==> config.mk <==
export PLATFORM = sky130hd
export DESIGN_NAME = bsc_regs
export DESIGN_NICKNAME = d
export VERILOG_FILES = /design/src/bsc_pkg.sv /design/src/bsc_regs.sv
export SDC_FILE = /design/constraint.sdc
export NUM_CORES = 1
export LEC_CHECK = 0
export BUFFER_PORTS_ARGS = -buffer_cell sky130_fd_sc_hd__buf_4
export CAP_MARGIN = 20
export CORE_ASPECT_RATIO = 0.7
export CORE_MARGIN = 1
export CORE_UTILIZATION = 35
export CTS_BUF_LIST = sky130_fd_sc_hd__clkbuf_8
export DETAILED_ROUTE_END_ITERATION = 16
export GPL_TIMING_DRIVEN = 1
export PLACE_DENSITY = 0.66
export SYNTH_ARGS = -nofsm -noshare
export SYNTH_HDL_FRONTEND = slang
export SYNTH_SLANG_ARGS = --single-unit
==> constraint.sdc <==
create_clock -name clk -period 2 [get_ports clk]
set_clock_uncertainty 0.05 [all_clocks]
set_input_delay 0.4 -clock clk [delete_from_list [all_inputs] [get_ports clk]]
set_output_delay 0.4 -clock clk [all_outputs]
set_load 0.02 [all_outputs]
==> src/bsc_pkg.sv <==
// Constants for the bias and system control register bank
`default_nettype none
package bsc_pkg;
  // Printed register indexes; byte address is four times the index
  localparam logic [7:0] BSC_IDX_BIAS      = 8'h08;
  localparam logic [7:0] BSC_IDX_SYS       = 8'h09;
  localparam logic [9:0] BSC_ADDR_BIAS     = {BSC_IDX_BIAS, 2'b00};
  localparam logic [9:0] BSC_ADDR_SYS      = {BSC_IDX_SYS, 2'b00};
  localparam logic [7:0] BSC_RST_BIAS      = 8'h00;
  localparam logic [7:0] BSC_RST_SYS       = 8'h10;
  // Bias register fields
  localparam int         BSC_BIAS_LEVEL_BIT = 7;
  localparam int         BSC_BIAS_COM_BIT   = 6;
  // System control fields
  localparam int         BSC_MON_MSB       = 7;
  localparam int         BSC_MON_LSB       = 5;
  localparam int         BSC_CAL_MSB       = 4;
  localparam int         BSC_CAL_LSB       = 3;
  localparam int         BSC_TIMEOUT_BIT   = 2;
  localparam int         BSC_CHECKSUM_BIT  = 1;
  localparam int         BSC_STATUS_BIT    = 0;
  // Monitor select codes
  localparam logic [2:0] BSC_MON_OFF       = 3'h0;
  localparam logic [2:0] BSC_MON_MIDSHORT  = 3'h1;
  localparam logic [2:0] BSC_MON_TEMP      = 3'h2;
  localparam logic [2:0] BSC_MON_ASUPPLY   = 3'h3;
  localparam logic [2:0] BSC_MON_DSUPPLY   = 3'h4;
  localparam logic [2:0] BSC_MON_BO_LOW    = 3'h5;
  localparam logic [2:0] BSC_MON_BO_MID    = 3'h6;
  localparam logic [2:0] BSC_MON_BO_HIGH   = 3'h7;
  // Burn-out current level encodings on the output
  localparam logic [1:0] BSC_BO_OFF        = 2'h0;
  localparam logic [1:0] BSC_BO_0U2        = 2'h1;
  localparam logic [1:0] BSC_BO_1U         = 2'h2;
  localparam logic [1:0] BSC_BO_10U        = 2'h3;
  // Calibration averaging counts
  localparam logic [4:0] BSC_CAL_N0        = 5'h01;
  localparam logic [4:0] BSC_CAL_N1        = 5'h04;
  localparam logic [4:0] BSC_CAL_N2        = 5'h08;
  localparam logic [4:0] BSC_CAL_N3        = 5'h10;
  // Checksum: CRC-8, chosen polynomial and seed
  localparam logic [7:0] BSC_CRC_POLY      = 8'h07;
  localparam logic [7:0] BSC_CRC_SEED      = 8'h00;
  // Readout frame byte counts
  localparam logic [2:0] BSC_RESULT_BYTES  = 3'h2;
endpackage : bsc_pkg
`default_nettype wire

==> src/bsc_regs.sv <==
// Bias and system control register bank with APB slave and checksum unit
//
// The APB register port was chosen for this implementation.
`timescale 1ns/1ns
`default_nettype none

// Operation
// Bias level bit 7 picks half supply span at 0, one twelfth at 1.
// Bias generator stays off unless at least one connect bit is set.
// Bit 6 connects bias to common input; bits 5..0 to inputs 5..0.
// Any combination of connect bits may be set together.
// Monitor field 000 off, 001 mid short, 010 temperature, 011/100 supplies.
// Supply monitor codes force amplifier gain to one; others keep user gain.
// Host enables the amplifier with code 01 before selecting temperature.
// Monitor codes 101,110,111 enable burn-out sources 0.2, 1, 10 microamps.
// Averaging field picks 1, 4, 8 or 16 calibration samples, reset 8.
// Bit 2 enables the serial timeout; reset leaves it off.
// Bit 1 appends a checksum byte after each result; off by default.
// Checksum covers the 16-bit result, plus status byte when enabled.
// Bit 0 prepends a status byte to each result; off by default.
// Bias register at index 08h, all bits read/write, reset 00h.
// System control at index 09h, read/write, reset 10h.
// Mid short, temperature and supply monitors open the input multiplexer.
// Host keeps gain at four or less for temperature measurement.
module bsc_regs
  import bsc_pkg::*;
(
  input  wire logic        clk,              // 125 MHz clock
  input  wire logic        rstn,             // Synchronous reset, active low
  input  wire logic        psel,             // APB select
  input  wire logic        penable,          // APB enable
  input  wire logic        pwrite,           // APB write
  input  wire logic [11:0] paddr,            // APB byte address
  input  wire logic [31:0] pwdata,           // APB write data
  output var  logic [31:0] prdata,           // APB read data
  output var  logic        pready,           // APB ready
  output var  logic        pslverr,          // APB error on unmapped address
  input  wire logic        result_valid,     // Conversion result strobe
  input  wire logic [15:0] result_data,      // Conversion result
  input  wire logic [7:0]  status_data,      // Status byte of the result
  output var  logic        bias_level_select,// 1: span/12, 0: span/2
  output var  logic        bias_gen_enable,  // Bias generator on
  output var  logic [6:0]  bias_connect,     // [6] common input, [5:0] inputs
  output var  logic        mid_short_enable, // Amplifier inputs at mid supply
  output var  logic        temp_sensor_enable,// Temperature sensor selected
  output var  logic        asupply_mon_enable,// Analog span /4 selected
  output var  logic        dsupply_mon_enable,// Digital supply /4 selected
  output var  logic [1:0]  burnout_level,    // Burn-out source level
  output var  logic        force_gain_one,   // Override user gain to one
  output var  logic        input_mux_open,   // Open input multiplexer switches
  output var  logic [4:0]  cal_sample_count, // Calibration samples averaged
  output var  logic        timeout_enable,   // Serial timeout on
  output var  logic        checksum_enable,  // Append checksum byte
  output var  logic        status_byte_enable,// Prepend status byte
  output var  logic [2:0]  frame_bytes,      // Bytes per result readout
  output var  logic [7:0]  checksum_byte,    // Checksum of the last result
  output var  logic        checksum_valid    // One-cycle checksum strobe
);

  function automatic logic [7:0] crc_byte(input logic [7:0] crc, input logic [7:0] data);
    logic [7:0] c;
    c = crc ^ data;
    for (int i = 0; i < 8; i++) begin
      c = c[7] ? ((c << 1) ^ BSC_CRC_POLY) : (c << 1);
    end
    return c;
  endfunction : crc_byte

  function automatic logic [1:0] addr_sel(input logic [11:0] a);
    if (a[11:10] == 2'b00 && a[9:0] == BSC_ADDR_BIAS) begin
      return 2'd1;
    end else if (a[11:10] == 2'b00 && a[9:0] == BSC_ADDR_SYS) begin
      return 2'd2;
    end
    return 2'd0;
  endfunction : addr_sel

  logic [7:0]  bias_reg, bias_next;
  logic [7:0]  sys_reg, sys_next;
  logic [31:0] prdata_reg, prdata_next;
  logic        pready_reg, pready_next;
  logic        pslverr_reg, pslverr_next;
  logic        level_reg, level_next;
  logic        gen_reg, gen_next;
  logic [6:0]  conn_reg, conn_next;
  logic        mid_reg, mid_next;
  logic        temp_reg, temp_next;
  logic        asup_reg, asup_next;
  logic        dsup_reg, dsup_next;
  logic [1:0]  bo_reg, bo_next;
  logic        gain1_reg, gain1_next;
  logic        mux_reg, mux_next;
  logic [4:0]  cal_reg, cal_next;
  logic        tmo_reg, tmo_next;
  logic        crcen_reg, crcen_next;
  logic        stat_reg, stat_next;
  logic [2:0]  fbytes_reg, fbytes_next;
  logic [7:0]  cks_reg, cks_next;
  logic        cksv_reg, cksv_next;
  logic        wr_fire;
  logic [1:0]  sel;
  logic [2:0]  mon;

  assign sel     = addr_sel(paddr);
  assign wr_fire = psel & penable & pready_reg & pwrite;
  assign mon     = sys_reg[BSC_MON_MSB:BSC_MON_LSB];

  // APB slave: one wait state, data and ready from flops
  always_comb begin
    pready_next  = psel & penable & ~pready_reg;
    prdata_next  = prdata_reg;
    pslverr_next = 1'b0;
    if (psel && penable && !pready_reg) begin
      pslverr_next = (sel == 2'd0);
      case (sel)
        2'd1:    prdata_next = {24'h000000, bias_reg};
        2'd2:    prdata_next = {24'h000000, sys_reg};
        default: prdata_next = 32'h00000000;
      endcase
    end
    bias_next = bias_reg;
    sys_next  = sys_reg;
    if (wr_fire && sel == 2'd1) begin
      bias_next = pwdata[7:0];
    end
    if (wr_fire && sel == 2'd2) begin
      sys_next = pwdata[7:0];
    end
  end

  // Decode of the two registers into control outputs
  always_comb begin
    level_next = bias_reg[BSC_BIAS_LEVEL_BIT];
    conn_next  = bias_reg[BSC_BIAS_COM_BIT:0];
    gen_next   = |bias_reg[BSC_BIAS_COM_BIT:0];
    mid_next   = (mon == BSC_MON_MIDSHORT);
    temp_next  = (mon == BSC_MON_TEMP);
    asup_next  = (mon == BSC_MON_ASUPPLY);
    dsup_next  = (mon == BSC_MON_DSUPPLY);
    gain1_next = asup_next | dsup_next;
    mux_next   = mid_next | temp_next | asup_next | dsup_next;
    case (mon)
      BSC_MON_BO_LOW:  bo_next = BSC_BO_0U2;
      BSC_MON_BO_MID:  bo_next = BSC_BO_1U;
      BSC_MON_BO_HIGH: bo_next = BSC_BO_10U;
      default:         bo_next = BSC_BO_OFF;
    endcase
    case (sys_reg[BSC_CAL_MSB:BSC_CAL_LSB])
      2'd0:    cal_next = BSC_CAL_N0;
      2'd1:    cal_next = BSC_CAL_N1;
      2'd2:    cal_next = BSC_CAL_N2;
      default: cal_next = BSC_CAL_N3;
    endcase
    tmo_next    = sys_reg[BSC_TIMEOUT_BIT];
    crcen_next  = sys_reg[BSC_CHECKSUM_BIT];
    stat_next   = sys_reg[BSC_STATUS_BIT];
    fbytes_next = BSC_RESULT_BYTES + {2'b00, crcen_next} + {2'b00, stat_next};
  end

  // Checksum over status (if sent) then result high and low bytes
  always_comb begin
    logic [7:0] c;
    c         = BSC_CRC_SEED;
    cks_next  = cks_reg;
    cksv_next = 1'b0;
    if (sys_reg[BSC_STATUS_BIT]) begin
      c = crc_byte(c, status_data);
    end
    c = crc_byte(c, result_data[15:8]);
    c = crc_byte(c, result_data[7:0]);
    if (result_valid && sys_reg[BSC_CHECKSUM_BIT]) begin
      cks_next  = c;
      cksv_next = 1'b1;
    end
  end

  always_ff @(posedge clk) begin
    if (!rstn) begin
      bias_reg    <= BSC_RST_BIAS;
      sys_reg     <= BSC_RST_SYS;
      prdata_reg  <= 32'h00000000;
      pready_reg  <= 1'b0;
      pslverr_reg <= 1'b0;
      level_reg   <= 1'b0;
      gen_reg     <= 1'b0;
      conn_reg    <= 7'h00;
      mid_reg     <= 1'b0;
      temp_reg    <= 1'b0;
      asup_reg    <= 1'b0;
      dsup_reg    <= 1'b0;
      bo_reg      <= BSC_BO_OFF;
      gain1_reg   <= 1'b0;
      mux_reg     <= 1'b0;
      cal_reg     <= BSC_CAL_N2;
      tmo_reg     <= 1'b0;
      crcen_reg   <= 1'b0;
      stat_reg    <= 1'b0;
      fbytes_reg  <= BSC_RESULT_BYTES;
      cks_reg     <= 8'h00;
      cksv_reg    <= 1'b0;
    end else begin
      bias_reg    <= bias_next;
      sys_reg     <= sys_next;
      prdata_reg  <= prdata_next;
      pready_reg  <= pready_next;
      pslverr_reg <= pslverr_next;
      level_reg   <= level_next;
      gen_reg     <= gen_next;
      conn_reg    <= conn_next;
      mid_reg     <= mid_next;
      temp_reg    <= temp_next;
      asup_reg    <= asup_next;
      dsup_reg    <= dsup_next;
      bo_reg      <= bo_next;
      gain1_reg   <= gain1_next;
      mux_reg     <= mux_next;
      cal_reg     <= cal_next;
      tmo_reg     <= tmo_next;
      crcen_reg   <= crcen_next;
      stat_reg    <= stat_next;
      fbytes_reg  <= fbytes_next;
      cks_reg     <= cks_next;
      cksv_reg    <= cksv_next;
    end
  end

  assign prdata             = prdata_reg;
  assign pready             = pready_reg;
  assign pslverr            = pslverr_reg;
  assign bias_level_select  = level_reg;
  assign bias_gen_enable    = gen_reg;
  assign bias_connect       = conn_reg;
  assign mid_short_enable   = mid_reg;
  assign temp_sensor_enable = temp_reg;
  assign asupply_mon_enable = asup_reg;
  assign dsupply_mon_enable = dsup_reg;
  assign burnout_level      = bo_reg;
  assign force_gain_one     = gain1_reg;
  assign input_mux_open     = mux_reg;
  assign cal_sample_count   = cal_reg;
  assign timeout_enable     = tmo_reg;
  assign checksum_enable    = crcen_reg;
  assign status_byte_enable = stat_reg;
  assign frame_bytes        = fbytes_reg;
  assign checksum_byte      = cks_reg;
  assign checksum_valid     = cksv_reg;
endmodule : bsc_regs

`default_nettype wire

==> impl_metrics.py <==
metrics = {
    "floorplan": {
        "fp.dieH_um": 78.69,
        "die_area_sq_um": 8777,
        "row_count": 27,
        "fp.dieW_um": 111.6,
        "start_util_pct": 36.72,
        "core-area_sq_um": 8006,
        "pin_count": 145,
    },
    "clock_network": {
        "postCtsSetupBuffers": 0,
        "cts_buffer_depth": 2,
        "ctsHoldBuffers": 0,
        "clkSinkCount": 62,
        "cts_tree": "done",
        "clkLatencyLatePin_ps": 330,
        "cts-htree-levels": 3,
        "cts_buffers": 9,
        "root_buffer": "clkbuf_8",
        "path_clk_slew_ps": 70,
    },
    "sta": {
        "fin_crit_ps": 1916,
        "whs_ps": 255.9,
        "rsz0062_at_grt": "yes",
        "setup_tns_ps": 0,
        "setup_viol": 0,
        "hold_viol": 0,
        "setup_ws_ps": 84.33,
        "max_freq_ghz": 0.5220,
        "fin_crit_sh_pct": 95.78,
        "slew_violations": 0,
    },
    "setup_path": {
        "startpoint": "sys_reg[0]$_SDFFE_PN0P_",
        "critPathCaptureType": "flop",
        "critPathArrivalTime_ps": 2080,
        "critPathMaxFanout": 8,
        "critPathKind": "reg2reg",
        "start_kind": "flop",
        "rr_startpoint": "sys_reg[0]$_SDFFE_PN0P_",
        "critPathRequiredTime_ps": 2170,
    },
    "synthesis": {
        "yosysMostFrequentCell": "dfxtp_1",
        "synth.area.top_cells": "dfxtp_1, mux2i_1, xnor2_1",
        "async_flop_share_pct": 0,
        "synth_cell_types": 35,
        "synth_area_sq_um": 2940,
        "yosysTopAreaCell": "dfxtp_1",
        "synth_edf_count": 0,
        "avgSynthCellArea_sq_um": 9.867,
        "ys_top_cells_by_count": "dfxtp_1, nor2_1, buf_4, mux2i_1, xnor2_1",
        "synthCells": 298,
        "synth_flop_cell": "dfxtp_1",
        "ys_seq_elements": 62,
        "synth_seq_area_share_pct": 42.21,
        "ys.warnings.count": 0,
        "synth_top_area_share_pct": 42.21,
    },
    "hold_path": {
        "holdCritPathClass": "in2reg",
        "hp-start": "pwdata[4]",
    },
    "layout": {
        "area_growth_pct": 40.13,
        "diodes": 0,
        "finalNetCount": 493,
        "fin_util_pct": 51.46,
        "final_cell_count_no_fill": 522,
        "final_area_sq_um": 4120,
        "nFillCells": 736,
        "drive_above_1_share_pct": 35.87,
    },
    "place": {
        "dp_slack_ps": -272.8,
        "placed_cell_area_sq_um": 3867,
        "io_buffers": 95,
        "placedCellCount": 508,
        "dpl.hpwl_mm": 5.150,
        "gp_congestion": 0.7897,
    },
    "global_route": {
        "grt_max_degree": 25,
        "grt_pass1_wl_mm": 10.70,
        "overflow": 0,
        "antenna_found_initial": 0,
        "track_usage_pct": 16.01,
        "grt_pass1_vias": 2147,
    },
    "pwr": {
        "p_per_area_nw_per_um2": 704.2,
        "p_leak_nw": 1.935,
        "finalPower_mw": 2.902,
        "ir_drop_mv": 0.3213,
    },
    "route": {
        "antenna_left": 0,
        "wl_per_cell_um": 12.84,
        "remaining_drc_errors": 8,
        "drt_pre_antenna_iters": 11,
        "avgViaCountPerCell": 4.381,
        "first_iter_violations": 104,
        "wl_mm": 6.700,
        "routed-via-count": 2287,
    },
    "status": {
        "status": "finished, violations left",
        "violations": "design-rule violations",
    },
    "job": {
        "cap_viol_max_count": 0,
    },
}
## final cells by class
type                    count  area, sq um  share of cell area, %
flip-flops and latches     62         1245                  30.22
multi-input cells         222         1614                  39.17
well taps                 101        126.4                  3.067
clock inverters             4        72.57                  1.761
inverters                   3        11.26                 0.2733
clock buffers              10        137.6                  3.340
repair buffers            120        913.4                  22.17
## worst max-delay path, cell delays in order (launching register included)
cell     delay, ps
dfxtp_4        390
nand2_1         90
mux2i_2        200
xnor2_2        190
xnor2_2        160
xnor3_2        480
xnor2_2        150
a21oi_1         80
## routing by layer
layer  global-route usage [%]  share of wire [%]  up-vias
met5                        0                  0        -
met4                    2.432               0.34        0
li1                         -                  -     1165
met2                    23.13                 43       65
met3                    6.873                6.7        4
met1                    22.27                 50     1053
## worst paths after layout
path | to | slack, ps | depth (start not counted)
setup / recovery | checksum_byte[2]$_SDFFE_PN0P_ | 80 | 7
hold / removal | sys_reg[4]$_SDFFE_PN1P_ | 260 | 3
setup reg to reg | checksum_byte[2]$_SDFFE_PN0P_ | 80 | 7
hold reg to reg | checksum_byte[0]$_SDFFE_PN0P_ | 420 | 2
## layout by cell type (no fill, tap or decap), types with 3 or more instances in the layout
cell type / n
o21ai_0: 4
and3_1: 4
clkbuf_8: 10
nor2_1: 40
buf_4: 119
xnor3_1: 5
xor2_1: 13
and2_1: 16
nand2_1: 19
mux2i_1: 25
nor3_1: 3
xnor2_1: 21
dfxtp_1: 61
conb_1: 25
xnor2_2: 6
a21oi_1: 15
## power breakdown
part	switching, mW	total, mW	leakage (nW)	internal [mW]
sequential	0.000741	1.24	0.500	1.23
combinational	0.222	0.495	1.33	0.273
clock	0.452	1.17	0.104	0.719
total	0.675	2.90	1.94	2.23
## repair_timing
item / CTS / global route
resized for setup: 3 / 5
setup endpoints to repair: 3 / 3
pin swaps: 3 / 2
## kinds of logic after synthesis
logic type	synth area share, %
simple gates	16.00
flops	42.21
xor+xnor	19.53
buf+inv	8.298
mux	9.234
compound gates	4.170
fa+ha+maj	0.4255
other cells	0.1275
No activity file was read; power rests on OpenSTA's default activity.
